<file path="config.mk">
export PLATFORM = sky130hd
export DESIGN_NAME = ebc_top
export DESIGN_NICKNAME = d
export VERILOG_FILES = /design/src/rtl/ebc_sync.v /design/src/rtl/ebc_top.v
export VERILOG_INCLUDE_DIRS = /design/src /design/src/rtl
export SDC_FILE = /design/constraint.sdc
export NUM_CORES = 1
export LEC_CHECK = 0
export BUFFER_PORTS_ARGS = -buffer_cell sky130_fd_sc_hd__buf_2
export CAP_MARGIN = 20
export CORE_AREA = 8 8 170 172
export CTS_CLUSTER_SIZE = 8
export DETAILED_ROUTE_END_ITERATION = 10
export DIE_AREA = 0 0 178 180
export SLEW_MARGIN = 20
export SYNTH_ARGS = -nofsm -noshare
export SYNTH_HDL_FRONTEND = slang
export SYNTH_SLANG_ARGS = --single-unit
</file>
<file path="constraint.sdc">
create_clock -name REF_CLK_IN -period 2.25 [get_ports REF_CLK_IN]
set_input_delay 0.3375 -clock REF_CLK_IN [delete_from_list [all_inputs] [get_ports REF_CLK_IN]]
set_output_delay 0.3375 -clock REF_CLK_IN [all_outputs]
set_load 0.1 [all_outputs]
</file>
<file path="src/rtl/ebc_map.vh">
// Constants for the external memory bus control block
//
// Behaviour
// - Read strobe low only during external read cycles, never writes or idle.
// - Latch strobe pulses high only in external cycles, marking address and start.
// - chip_cfg bit 3 selects latch strobe (1) or address valid low form (0).
// - Address valid low through whole external cycle, high when cycle ends.
// - Fetch flag high for instruction fetches, low for data cycles.
// - Width pin sampled each cycle when enabled: high 16-bit, low 8-bit.
// - chip_cfg bit 1 enables width pin; cleared forces 8-bit cycles.
// - clock_output is half the oscillator rate with 50% duty.
// - clock_output driven on pin only while io_cfg3 bit 1 is clear.
// - Each wait state stretches strobe and data by two oscillator periods.
// - Ready low at clock_output fall adds another wait state.
// - Ready sampled at clock_output falls; waits stop on ready or max count.
// - Separate mode: high write strobe for high/word 16-bit, all 8-bit writes.
// - Low write strobe for low byte 16-bit writes, all 8-bit writes.
`ifndef EBC_MAP_VH
`define EBC_MAP_VH

////////////////////////////////////////////////////////////////////////
// Register offsets
`define EBC_OFS_CHIP_CFG 4'h0
`define EBC_OFS_IO_CFG3 4'h1
`define EBC_OFS_STATUS 4'h2

////////////////////////////////////////////////////////////////////////
// Field positions
`define EBC_CCR_WIDTH_EN 1
`define EBC_CCR_WR_MODE 2
`define EBC_CCR_LATCH_FORM 3
`define EBC_CCR_WAIT_LO 4
`define EBC_CCR_WAIT_HI 5
`define EBC_IO_CFG3_CLK_DIS 1

////////////////////////////////////////////////////////////////////////
// Reset values
`define EBC_CHIP_CFG_RST 8'h08
`define EBC_IO_CFG3_RST 8'h00

////////////////////////////////////////////////////////////////////////
// Timing counts in oscillator periods, and synchroniser stage count
`define EBC_OSC_PER_WAIT 2
`define EBC_OSC_PER_CYCLE 4
`define EBC_SYNC_STAGES 3

`endif

</file>
<file path="src/rtl/ebc_sync.v">
// Three stage input synchroniser with agreement filter
`timescale 1ns/10ps
module ebc_sync #(
  parameter WIDTH = 1
) (
  // Clock and reset
  input wire clk_in,
  input wire rstn_in,
  // Data
  input wire [WIDTH-1:0] d_in,
  output reg [WIDTH-1:0] q_out
);

  reg [WIDTH-1:0] s1_ff;
  reg [WIDTH-1:0] s2_ff;
  reg [WIDTH-1:0] s3_ff;
  integer i;

  ////////////////////////////////////////////////////////////////////////
  // Stage one is read only by stage two
  always @(posedge clk_in or negedge rstn_in) begin
    if (!rstn_in) begin
      s1_ff <= {WIDTH{1'b0}};
      s2_ff <= {WIDTH{1'b0}};
      s3_ff <= {WIDTH{1'b0}};
      q_out <= {WIDTH{1'b0}};
    end else begin
      s1_ff <= d_in;
      s2_ff <= s1_ff;
      s3_ff <= s2_ff;
      for (i = 0; i < WIDTH; i = i + 1) begin
        // A bit changes only when two stages agree
        if (s2_ff[i] == s3_ff[i]) begin
          q_out[i] <= s3_ff[i];
        end
      end
    end
  end

endmodule // ebc_sync

</file>
<file path="src/rtl/ebc_top.v">
// External memory bus controller: strobes, waits, width and clock output
`timescale 1ns/10ps
`include "ebc_map.vh"
module ebc_top #(
  parameter AW = 16,
  parameter DW = 16
) (
  // Clock and reset
  input wire REF_CLK_IN,
  input wire RSTN_IN,
  // Register port
  input wire [3:0] REG_ADDR_IN,
  input wire [7:0] REG_WDATA_IN,
  input wire REG_WR_IN,
  input wire REG_RD_IN,
  output reg [7:0] REG_RDATA_OUT,
  // Bus cycle requests
  input wire CYC_REQ_IN,
  input wire CYC_WRITE_IN,
  input wire CYC_FETCH_IN,
  input wire [AW-1:0] CYC_ADDR_IN,
  input wire [DW-1:0] CYC_WDATA_IN,
  input wire [1:0] CYC_BYTE_EN_IN,
  output wire CYC_READY_OUT,
  output reg CYC_DONE_OUT,
  output reg [DW-1:0] CYC_RDATA_OUT,
  // Pin inputs
  input wire OSC_INPUT_IN,
  input wire READY_IN,
  input wire BUS_WIDTH_SELECT_IN,
  input wire [DW-1:0] AD_IN,
  // Pin outputs
  output reg [DW-1:0] AD_OUT,
  output reg [DW-1:0] AD_OE_OUT,
  output reg READ_STROBE_N_OUT,
  output reg LATCH_STROBE_OUT,
  output reg FETCH_KIND_FLAG_OUT,
  output reg WRITE_LOW_STROBE_N_OUT,
  output reg WRITE_HIGH_STROBE_N_OUT,
  output wire CLOCK_OUTPUT_OUT,
  output wire CLOCK_OUTPUT_OE_OUT
);

  localparam [2:0] ST_IDLE = 3'h0;
  localparam [2:0] ST_ADDR = 3'h1;
  localparam [2:0] ST_HOLD = 3'h2;
  localparam [2:0] ST_STRB1 = 3'h3;
  localparam [2:0] ST_STRB2 = 3'h4;
  localparam [2:0] ST_WAITA = 3'h5;
  localparam [2:0] ST_WAITB = 3'h6;
  localparam HB = DW / 2;

  reg [7:0] chip_cfg_ff;
  reg [7:0] io_cfg3_ff;
  reg [2:0] state_ff;
  reg [2:0] nxt_state;
  reg pend_ff;
  reg req_write_ff;
  reg req_fetch_ff;
  reg [AW-1:0] req_addr_ff;
  reg [DW-1:0] req_wdata_ff;
  reg [1:0] req_be_ff;
  reg second_ff;
  reg nxt_second;
  reg wide_ff;
  reg nxt_wide;
  reg [1:0] wait_cnt_ff;
  reg [1:0] nxt_wait_cnt;
  reg [1:0] last_wait_ff;
  reg [DW-1:0] rdata_ff;
  reg nxt_done;
  reg clk_out_ff;
  reg osc_prev_ff;
  wire osc_q;
  wire ready_q;
  wire width_q;
  wire [DW-1:0] ad_q;
  wire osc_tick;
  wire fall_tick;
  wire [1:0] wait_max;
  wire pin_wide;
  wire ready_ok;
  wire need_pair;

  ////////////////////////////////////////////////////////////////////////
  // Pin synchronisers
  ebc_sync #(.WIDTH(1)) u_sync_osc (
    .clk_in(REF_CLK_IN),
    .rstn_in(RSTN_IN),
    .d_in(OSC_INPUT_IN),
    .q_out(osc_q)
  );

  ebc_sync #(.WIDTH(2)) u_sync_ctl (
    .clk_in(REF_CLK_IN),
    .rstn_in(RSTN_IN),
    .d_in({BUS_WIDTH_SELECT_IN, READY_IN}),
    .q_out({width_q, ready_q})
  );

  ebc_sync #(.WIDTH(DW)) u_sync_ad (
    .clk_in(REF_CLK_IN),
    .rstn_in(RSTN_IN),
    .d_in(AD_IN),
    .q_out(ad_q)
  );

  ////////////////////////////////////////////////////////////////////////
  // Oscillator edges and divided clock
  assign osc_tick = osc_q & ~osc_prev_ff;
  // Cycles start only where clock_output falls, keeping phases aligned
  assign fall_tick = osc_tick & clk_out_ff;
  assign CLOCK_OUTPUT_OUT = clk_out_ff;
  assign CLOCK_OUTPUT_OE_OUT = ~io_cfg3_ff[`EBC_IO_CFG3_CLK_DIS];

  always @(posedge REF_CLK_IN or negedge RSTN_IN) begin
    if (!RSTN_IN) begin
      osc_prev_ff <= 1'b0;
      clk_out_ff <= 1'b0;
    end else begin
      osc_prev_ff <= osc_q;
      if (osc_tick) begin
        clk_out_ff <= ~clk_out_ff;
      end
    end
  end

  ////////////////////////////////////////////////////////////////////////
  // Register port
  always @(posedge REF_CLK_IN or negedge RSTN_IN) begin
    if (!RSTN_IN) begin
      chip_cfg_ff <= `EBC_CHIP_CFG_RST;
      io_cfg3_ff <= `EBC_IO_CFG3_RST;
      REG_RDATA_OUT <= 8'h00;
    end else begin
      if (REG_WR_IN) begin
        if (REG_ADDR_IN == `EBC_OFS_CHIP_CFG) begin
          chip_cfg_ff <= REG_WDATA_IN;
        end else if (REG_ADDR_IN == `EBC_OFS_IO_CFG3) begin
          io_cfg3_ff <= REG_WDATA_IN;
        end
      end
      // Read data stands for one cycle only, zero otherwise
      if (!REG_RD_IN) begin
        REG_RDATA_OUT <= 8'h00;
      end else if (REG_ADDR_IN == `EBC_OFS_CHIP_CFG) begin
        REG_RDATA_OUT <= chip_cfg_ff;
      end else if (REG_ADDR_IN == `EBC_OFS_IO_CFG3) begin
        REG_RDATA_OUT <= io_cfg3_ff;
      end else if (REG_ADDR_IN == `EBC_OFS_STATUS) begin
        REG_RDATA_OUT <= {2'h0, last_wait_ff, 1'b0, second_ff, wide_ff,
          pend_ff};
      end else begin
        REG_RDATA_OUT <= 8'h00;
      end
    end
  end

  ////////////////////////////////////////////////////////////////////////
  // Cycle sequencing
  assign wait_max = chip_cfg_ff[`EBC_CCR_WAIT_HI:`EBC_CCR_WAIT_LO];
  assign pin_wide = chip_cfg_ff[`EBC_CCR_WIDTH_EN] & width_q;
  assign ready_ok = ready_q | (wait_cnt_ff == wait_max);
  // A word on an 8-bit bus takes two cycles, low byte first
  assign need_pair = ~wide_ff & ~second_ff & (req_be_ff == 2'b11);
  assign CYC_READY_OUT = ~pend_ff;

  always @* begin
    nxt_state = state_ff;
    nxt_second = second_ff;
    nxt_wide = wide_ff;
    nxt_wait_cnt = wait_cnt_ff;
    nxt_done = 1'b0;
    if (osc_tick) begin
      case (state_ff)
        ST_IDLE: begin
          if (pend_ff && fall_tick) begin
            nxt_state = ST_ADDR;
            nxt_wait_cnt = 2'h0;
          end
        end
        ST_ADDR: begin
          nxt_state = ST_HOLD;
        end
        ST_HOLD: begin
          // Width and ready both sampled at this clock_output fall
          nxt_wide = pin_wide;
          if (ready_ok) begin
            nxt_state = ST_STRB1;
          end else begin
            nxt_state = ST_WAITA;
            nxt_wait_cnt = wait_cnt_ff + 2'h1;
          end
        end
        ST_WAITA: begin
          nxt_state = ST_WAITB;
        end
        ST_WAITB: begin
          if (ready_ok) begin
            nxt_state = ST_STRB1;
          end else begin
            nxt_state = ST_WAITA;
            nxt_wait_cnt = wait_cnt_ff + 2'h1;
          end
        end
        ST_STRB1: begin
          nxt_state = ST_STRB2;
        end
        ST_STRB2: begin
          if (need_pair) begin
            nxt_state = ST_ADDR;
            nxt_second = 1'b1;
            nxt_wait_cnt = 2'h0;
          end else begin
            nxt_state = ST_IDLE;
            nxt_second = 1'b0;
            nxt_done = 1'b1;
          end
        end
        default: begin
          nxt_state = ST_IDLE;
        end
      endcase
    end
  end

  always @(posedge REF_CLK_IN or negedge RSTN_IN) begin
    if (!RSTN_IN) begin
      state_ff <= ST_IDLE;
      second_ff <= 1'b0;
      wide_ff <= 1'b0;
      wait_cnt_ff <= 2'h0;
      last_wait_ff <= 2'h0;
      pend_ff <= 1'b0;
      req_write_ff <= 1'b0;
      req_fetch_ff <= 1'b0;
      req_addr_ff <= {AW{1'b0}};
      req_wdata_ff <= {DW{1'b0}};
      req_be_ff <= 2'h0;
      rdata_ff <= {DW{1'b0}};
      CYC_DONE_OUT <= 1'b0;
      CYC_RDATA_OUT <= {DW{1'b0}};
    end else begin
      state_ff <= nxt_state;
      second_ff <= nxt_second;
      wide_ff <= nxt_wide;
      wait_cnt_ff <= nxt_wait_cnt;
      CYC_DONE_OUT <= nxt_done;
      if (CYC_REQ_IN && !pend_ff) begin
        pend_ff <= 1'b1;
        req_write_ff <= CYC_WRITE_IN;
        req_fetch_ff <= CYC_FETCH_IN;
        req_addr_ff <= CYC_ADDR_IN;
        req_wdata_ff <= CYC_WDATA_IN;
        // No lanes named means a whole word
        req_be_ff <= (CYC_BYTE_EN_IN == 2'h0) ? 2'h3 : CYC_BYTE_EN_IN;
      end else if (nxt_done) begin
        pend_ff <= 1'b0;
      end
      if (osc_tick && state_ff == ST_STRB2) begin
        last_wait_ff <= wait_cnt_ff;
        if (wide_ff) begin
          rdata_ff <= ad_q;
        end else if (second_ff || req_be_ff == 2'b10) begin
          rdata_ff <= {ad_q[HB-1:0], rdata_ff[HB-1:0]};
        end else begin
          rdata_ff <= {rdata_ff[DW-1:HB], ad_q[HB-1:0]};
        end
      end
      if (nxt_done) begin
        if (wide_ff) begin
          CYC_RDATA_OUT <= ad_q;
        end else if (second_ff || req_be_ff == 2'b10) begin
          CYC_RDATA_OUT <= {ad_q[HB-1:0], rdata_ff[HB-1:0]};
        end else begin
          CYC_RDATA_OUT <= {rdata_ff[DW-1:HB], ad_q[HB-1:0]};
        end
      end
    end
  end

  ////////////////////////////////////////////////////////////////////////
  // Pin values, computed from the next state and registered
  reg nxt_active;
  reg nxt_strobe;
  reg nxt_hi;
  reg nxt_lo;
  reg [AW-1:0] nxt_addr;
  reg [HB-1:0] nxt_byte;
  reg [DW-1:0] nxt_ad;
  reg [DW-1:0] nxt_ad_oe;
  reg nxt_pin40;
  reg nxt_pin41;

  always @* begin
    nxt_active = (nxt_state != ST_IDLE);
    nxt_strobe = (nxt_state == ST_STRB1) || (nxt_state == ST_STRB2) ||
      (nxt_state == ST_WAITA) || (nxt_state == ST_WAITB);
    nxt_hi = nxt_wide ? req_be_ff[1] : (nxt_second | (req_be_ff == 2'b10));
    nxt_lo = nxt_wide ? req_be_ff[0] : ~nxt_hi;
    nxt_addr = nxt_second ? (req_addr_ff | {{(AW-1){1'b0}}, 1'b1}) :
      req_addr_ff;
    nxt_byte = nxt_hi ? req_wdata_ff[DW-1:HB] : req_wdata_ff[HB-1:0];
    nxt_ad = {DW{1'b0}};
    nxt_ad_oe = {DW{1'b0}};
    if (nxt_active && !nxt_strobe) begin
      nxt_ad = nxt_addr;
      nxt_ad_oe = {DW{1'b1}};
    end else if (nxt_strobe && req_write_ff) begin
      nxt_ad = nxt_wide ? req_wdata_ff : {nxt_addr[AW-1:HB], nxt_byte};
      nxt_ad_oe = {DW{1'b1}};
    end else if (nxt_strobe) begin
      // Reads release the data lanes; narrow cycles keep upper address
      nxt_ad = nxt_wide ? {DW{1'b0}} : {nxt_addr[AW-1:HB], {HB{1'b0}}};
      nxt_ad_oe = nxt_wide ? {DW{1'b0}} : {{HB{1'b1}}, {HB{1'b0}}};
    end
    if (chip_cfg_ff[`EBC_CCR_WR_MODE]) begin
      nxt_pin40 = ~(nxt_strobe & req_write_ff);
      nxt_pin41 = ~(nxt_active & nxt_hi);
    end else begin
      nxt_pin40 = ~(nxt_strobe & req_write_ff & (nxt_lo | ~nxt_wide));
      nxt_pin41 = ~(nxt_strobe & req_write_ff & (nxt_hi | ~nxt_wide));
    end
  end

  always @(posedge REF_CLK_IN or negedge RSTN_IN) begin
    if (!RSTN_IN) begin
      // Read and write strobes idle high, latch strobe low, as the reset straps expect
      AD_OUT <= {DW{1'b0}};
      AD_OE_OUT <= {DW{1'b0}};
      READ_STROBE_N_OUT <= 1'b1;
      LATCH_STROBE_OUT <= 1'b0;
      FETCH_KIND_FLAG_OUT <= 1'b0;
      WRITE_LOW_STROBE_N_OUT <= 1'b1;
      WRITE_HIGH_STROBE_N_OUT <= 1'b1;
    end else begin
      AD_OUT <= nxt_ad;
      AD_OE_OUT <= nxt_ad_oe;
      READ_STROBE_N_OUT <= ~(nxt_strobe & ~req_write_ff);
      if (chip_cfg_ff[`EBC_CCR_LATCH_FORM]) begin
        LATCH_STROBE_OUT <= (nxt_state == ST_ADDR);
      end else begin
        LATCH_STROBE_OUT <= ~nxt_active;
      end
      FETCH_KIND_FLAG_OUT <= nxt_active & req_fetch_ff;
      WRITE_LOW_STROBE_N_OUT <= nxt_pin40;
      WRITE_HIGH_STROBE_N_OUT <= nxt_pin41;
    end
  end

endmodule // ebc_top

</file>
* After elaboration in Yosys (flattened, before gate mapping) *
Cells that the tools add are included.
Widths: inputs -> output; s select.

cells by class
  bitwise logic cells = 31
  reductions and logical operators = 21
  mux-type cells = 42
  $add $sub $neg = 1
  eq/ne operators = 38

operators with widths
  operator            count
  $mux 16             11
  $mux 8              4
  $eq 1x1->1          19
  $eq 3x3->1 const B  6
  $pmux 3 s6          1
  $mux 1              17
  $not 1->1           16
  $and 1x1->1         11
  $eq 3x2->1 const B  3
  $mux 3              3
  $mux 2              4
  $eq 3x1->1 const B  2
  $mux 6              1
  $ne 2x2->1 const B  3
  $pmux 2 s3          1
  $reduce_bool 3->1   2
  $logic_and 1x1->1   5
  $reduce_and 5->1    1
  $eq 2x2->1 const B  2
  $eq 4x1->1 const B  1
  $eq 4x2->1 const B  1
  $logic_not 4->1     1
  $logic_or 1x1->1    4
  $or 1x1->1          4
  other kinds (9)     10

storage, ports and cells
  logic and storage cells = 187
  output and inout bits = 65
  bits in registers = 218
  bits of input ports = 72

* Depth between registers and ports, before layout *
  word-level depth = 15
  gate-level depth with buffers = 8
  gate-level depth less buffers = 6

* Hierarchy *
A second synthesis with hierarchy kept.

unflattened totals
  cell total of the unflattened synthesis = 546
  area total of the unflattened synthesis = 7747.4 um^2

modules (own cells, without submodules)
  module                 cells each  area an instance (um^2)  times used
  ebc_top                451         5631.7                   1
  ebc_sync (u_sync_ad)   80          1781.7                   1
  ebc_sync (u_sync_ctl)  10          222.7                    1
  ebc_sync (u_sync_osc)  5           111.4                    1

* Worst setup path after synthesis *
OpenSTA, ideal clock, no wires.

  path kind = reg-to-reg
  start point = register state_ff[0]
  end point = register AD_OUT[0]
  setup time = 0.131 ns
  arrival time = 1.926 ns
  buffers on the path = 3
  setup slack = 0.193 ns
  stages on the path, launching flop included = 9
  cells stage by stage = dfrtp_1 -> buf_6 -> or3b_1 -> buf_6 -> o21a_4 -> a211oi_4 -> nand2b_1 -> buf_6 -> o221ai_2

on the way
  longest elaborated chain between the ends = 11
  elaborated cells between the ends (all ways) = 34
  those cells by class = eq/ne: 10; mux: 14; bitwise: 1; reduce/logical: 9

ends and longest elaborated chain
  item                                          line                          text
  start: declaration                            ebc_top.v:55                  reg [2:0] state_ff;
  start signal: assignment                      ebc_top.v:244                 state_ff <= nxt_state;
  $eq 3x3->1 or $eq 3x2->1 (tied branches)      ebc_top.v:175                 case (state_ff)
  $reduce_or 2->1 (no line)                     -
  $pmux 3 s6                                    ebc_top.v:175
  $mux 3                                        ebc_top.v:174                 if (osc_tick) begin
  $eq 3x2->1 or $eq 3x3->1 (tied branches)      ebc_top.v:297                 nxt_strobe = (nxt_state == ST_STRB1) || (nxt_state == ST_STRB2) ||
  $logic_or 1x1->1 (2 in series)                ebc_top.v:297
  $logic_or 1x1->1                              ebc_top.v:298                 (nxt_state == ST_WAITA) || (nxt_state == ST_WAITB);
  $mux 16 (tied with other cells)               ebc_top.v:312                 end else if (nxt_strobe) begin
  $mux 16 or $logic_and 1x1->1 (tied branches)  ebc_top.v:309, ebc_top.v:306
  $mux 16 (*)                                   ebc_top.v:306                 if (nxt_active && !nxt_strobe) begin
  named net nxt_ad[0]                           ebc_top.v:290                 reg [DW-1:0] nxt_ad;
  end signal: assignment                        ebc_top.v:329                 AD_OUT <= {DW{1'b0}};
  end signal: assignment                        ebc_top.v:337                 AD_OUT <= nxt_ad;
  end: declaration                              ebc_top.v:33                  output reg [DW-1:0] AD_OUT,

Mark *: on every way through the listed nets, which the timed path passes. The rest lies on a longest branch.
A chain may end at the register's enable or synchronous reset.

* Worst setup path in the final report *
  start point = register u_sync_osc.q_out
  end point = register WRITE_HIGH_STROBE_N_OUT

on the way
  elaborated cells between the ends (all ways) = 26
  those cells by class = eq/ne: 4; mux: 7; bitwise: 10; reduce/logical: 5

RTL lines
  item                                 line                          text
  start: declaration                   ebc_sync.v:11                 output reg [WIDTH-1:0] q_out
  start signal: assignment             ebc_sync.v:26                 q_out <= {WIDTH{1'b0}};
  start signal: indexed assignment     ebc_sync.v:34                 q_out[i] <= s3_ff[i];
  $and 1x1->1 (*)                      ebc_top.v:110                 assign osc_tick = osc_q & ~osc_prev_ff;
  $mux 1 (*)                           ebc_top.v:174
  named net nxt_wide                   ebc_top.v:66                  reg nxt_wide;
  $mux 1 or $not 1->1 (tied branches)  ebc_top.v:299, ebc_top.v:322
  $or 1x1->1                           ebc_top.v:322                 nxt_pin41 = ~(nxt_strobe & req_write_ff & (nxt_hi | ~nxt_wide));
  $and 1x1->1                          ebc_top.v:322
  $not 1->1                            ebc_top.v:322
  $mux 1 (*)                           ebc_top.v:317                 if (chip_cfg_ff[`EBC_CCR_WR_MODE]) begin
  named net nxt_pin41                  ebc_top.v:293                 reg nxt_pin41;
  end signal: assignment               ebc_top.v:347                 WRITE_HIGH_STROBE_N_OUT <= nxt_pin41;
  end: declaration                     ebc_top.v:39                  output reg WRITE_HIGH_STROBE_N_OUT,

Marked as above.

==> results.cfg <==
[logic_synthesis]
yosysMostFrequentCell = dfrtp_1
synth-seq-area-share = 0.6584
synthesis.area_mm2 = 0.007761
synth_seq_cells = 204
synth_nets = 639
async_flop_share = 1.000
yosysUniqueCellTypes = 54
synth_mux_area_frac = 0.1233
synth_area_leader_cell = dfrtp_1
synthSimpleGateAreaFrac = 0.06868
ys_top_cells_by_area = dfrtp_1 64%, mux2_2 10%, o21ai_0 2.7%, maj3_1 2.5%, mux2i_1 2.3%
synth_xor_area_frac = 0.003385
syn_inst = 567
synth_fa_ha_area_frac = 0.02450
netlist.area_leader.share = 0.6448
synth_top_family_by_area = multiplexers
yosys_warnings = 0
synth_edf_count = 0
synth_compound_area_frac = 0.08464
syn_avg_cell_area_um2 = 13.69
ys.flop_type = dfrtp_1
synthTopCellsByCount = 200 x dfrtp_1, 69 x mux2_2, 42 x o21ai_0

[placement]
place_inst = 1037
gp_congestion = 0.7708
hpwl_um = 12670
portBuffers = 136

[finish]
fin_cells = 1100
multi_input_area_mm2 = 0.002374
register_area_mm2 = 0.005110
fin_util = 0.3770
area_delta_synth_final_pct = 27.99
fill_cells = 2485
drive_gt1_frac = 0.3768
diodes = 0
finalNetCount = 821

[run_status]
status = completed

[floorplan]
start_util = 0.2945
core_area_mm2 = 0.02635
die_w_um = 178
dieArea_mm2 = 0.03204
io_pins = 137
die_h_um = 180
rows = 60

[routing]
drt-initial-drc-count = 255
vias = 4942
remaining_drc_errors = 0
wire_per_inst_um = 16.23
wl_um = 17850
ant_nets = 0
viasPerCell = 4.493
first_pass_iters = 4

[pwr]
p_leak_nw = 4.639
cellPowerDensity_mw_per_mm2 = 1645
vdd_drop_max_v = 0.001969
total_power_mw = 16.34

[grt]
antenna_found_initial = 2
grt_usage = 0.1120
grt_pass1_wl_um = 29000
grt_overflow = 0
first_global_vias = 5292
grt_max_degree = 66

[critical_path]
crit_chain = or3b_1, o21a_4, nor2_2, inv_2, a211o_1, o221ai_1
arrival_ns = 2.56
crit_buf_inv = 1
critical_path_class = reg2reg
crit_fanout = 7
path_delay_family = simple AND/OR/NAND/NOR gates
critPathMaxStageDelay_ns = 0.53
critical_path.startpoint_type = flip-flop
cp_slowest_cell = or3b_1
crit_required_ns = 2.70
end_kind = flip-flop

[clock_network]
cts_root_buffer = clkbuf_16
htree_levels = 1
cts.sinks = 204
post_cts_buffers = 0
clk_pin_slew_ns = 0.05
cts.path.max_buffers = 3
clk_latency_ns = 0.53
tritoncts = built
cts_inserted_buffers = 29

[timing]
slew_headroom = 0.6510
whs_ns = 0.01908
worst_slew_pin_slew_ns = 0.5236
period_minus_slack_ns = 2.113
fin_tns_setup_ns = 0
period_share = 0.9393
report.final.slew_viol_count = 0
finalHoldViolCount = 0
fmax_ghz = 0.4732
fin_worst_skew_ns = 0.005916
rsz0062_at_grt = false
setup_violations = 0

[min_path]
worstHoldPathType = in2reg

[run]
drv_cap = 0
-- per-stage QoR --
step,worst slack (ns),instance area [um2]
2_1_floorplan,0.1928,7761
3_3_place_gp,0.1690,8904
3_5_place_dp,0.1149,8904
4_1_cts,0.1009,9931
5_1_grt,0.01947,9933
6_report,0.1366,9933
-- layout by cell type, fill, tap and decap left out, types with 3 or more instances in the layout --
cell type	instances
a21oi_1	10
a22o_1	10
a22oi_1	3
a31oi_1	3
buf_2	135
buf_4	25
clkbuf_1	9
clkbuf_16	29
clkbuf_8	3
dfrtp_1	200
dfstp_2	4
dlygate4sd3_1	22
inv_1	19
maj3_1	19
mux2_2	69
mux2i_1	18
nand2_1	38
nand2b_1	5
nand3_1	12
nor2_1	13
nor2_2	3
nor2b_1	6
nor3_1	7
o211ai_2	7
o21ai_0	42
o31ai_1	3
xnor2_1	3
-- state kept, by name (all words and copies together) (netlist names), 3 cells and up --
name and count:
u_sync_ad.s2_ff 16, u_sync_ad.s3_ff 16, rdata_ff 16, chip_cfg_ff 8
CYC_RDATA_OUT 16, state_ff 3, u_sync_ad.q_out 16, u_sync_ad.s1_ff 16
REG_RDATA_OUT 8, AD_OUT 16, io_cfg3_ff 8, req_addr_ff 16
req_wdata_ff 16
-- final timing paths --
path	endpoint	slack, ns	cells past startpoint	from
max	WRITE_HIGH_STROBE_N_OUT	0.14	6	u_sync_osc.q_out
min	req_wdata_ff[2]	0.02	3	CYC_WDATA_IN[2]
max reg2reg	WRITE_HIGH_STROBE_N_OUT	0.14	6	u_sync_osc.q_out
min reg2reg	u_sync_ad.s2_ff[5]	0.34	0	u_sync_ad.s1_ff[5]
max in group asynchronous	WRITE_HIGH_STROBE_N_OUT	1.16	3	RSTN_IN
min in group asynchronous	u_sync_ad.s1_ff[11]	0.38	2	RSTN_IN
-- logic make-up after synthesis --
family	Yosys count
buffers and inverters	55
adder cells (fa/ha/maj)	19
AND/OR/NAND/NOR	104
flip-flops	204
XOR/XNOR	3
multiplexers	87
AO/OA/AOI/OAI	95
-- layout make-up --
cell class	instances	share of cell area
Tap cell	341	0.04295
Clock inverter	1	0.002015
Inverter	21	0.007936
Clock buffer	40	0.07923
Sequential cell	204	0.5144
Multi-Input combinational cell	308	0.2389
Timing Repair Buffer	185	0.1145
-- what timing repair did --
item,CTS,global route
resized for setup,0,1
hold buffers,22,0
hold endpoints to repair,80,0
setup endpoints to repair,0,8
-- per-layer routing --
layer / share of wire / GRT usage / routed length [um] / vias up
li1: - / - / - / 2334
met1: 0.41 / 0.1391 / 7405 / 2454
met2: 0.49 / 0.1880 / 8798 / 118
met3: 0.070 / 0.02787 / 1245 / 32
met4: 0.021 / 0.03369 / 379 / 4
met5: 0.0013 / 0 / 23 / -
-- worst register-to-register path, delay by kind of cell (launching register included) --
family | cells | cell delay, ns
compound gates | 3 | 0.75
buf+inv | 1 | 0.08
flops | 1 | 0.42
simple gates | 2 | 0.78
-- where the power goes --
group	total, mW	internal, mW	switching, mW
sequential	5.44	4.74	0.703
combinational	7.03	1.93	5.10
clock	3.86	2.38	1.48
total	16.3	9.05	7.29
Note: power is estimated with default switching activity, not from simulation.
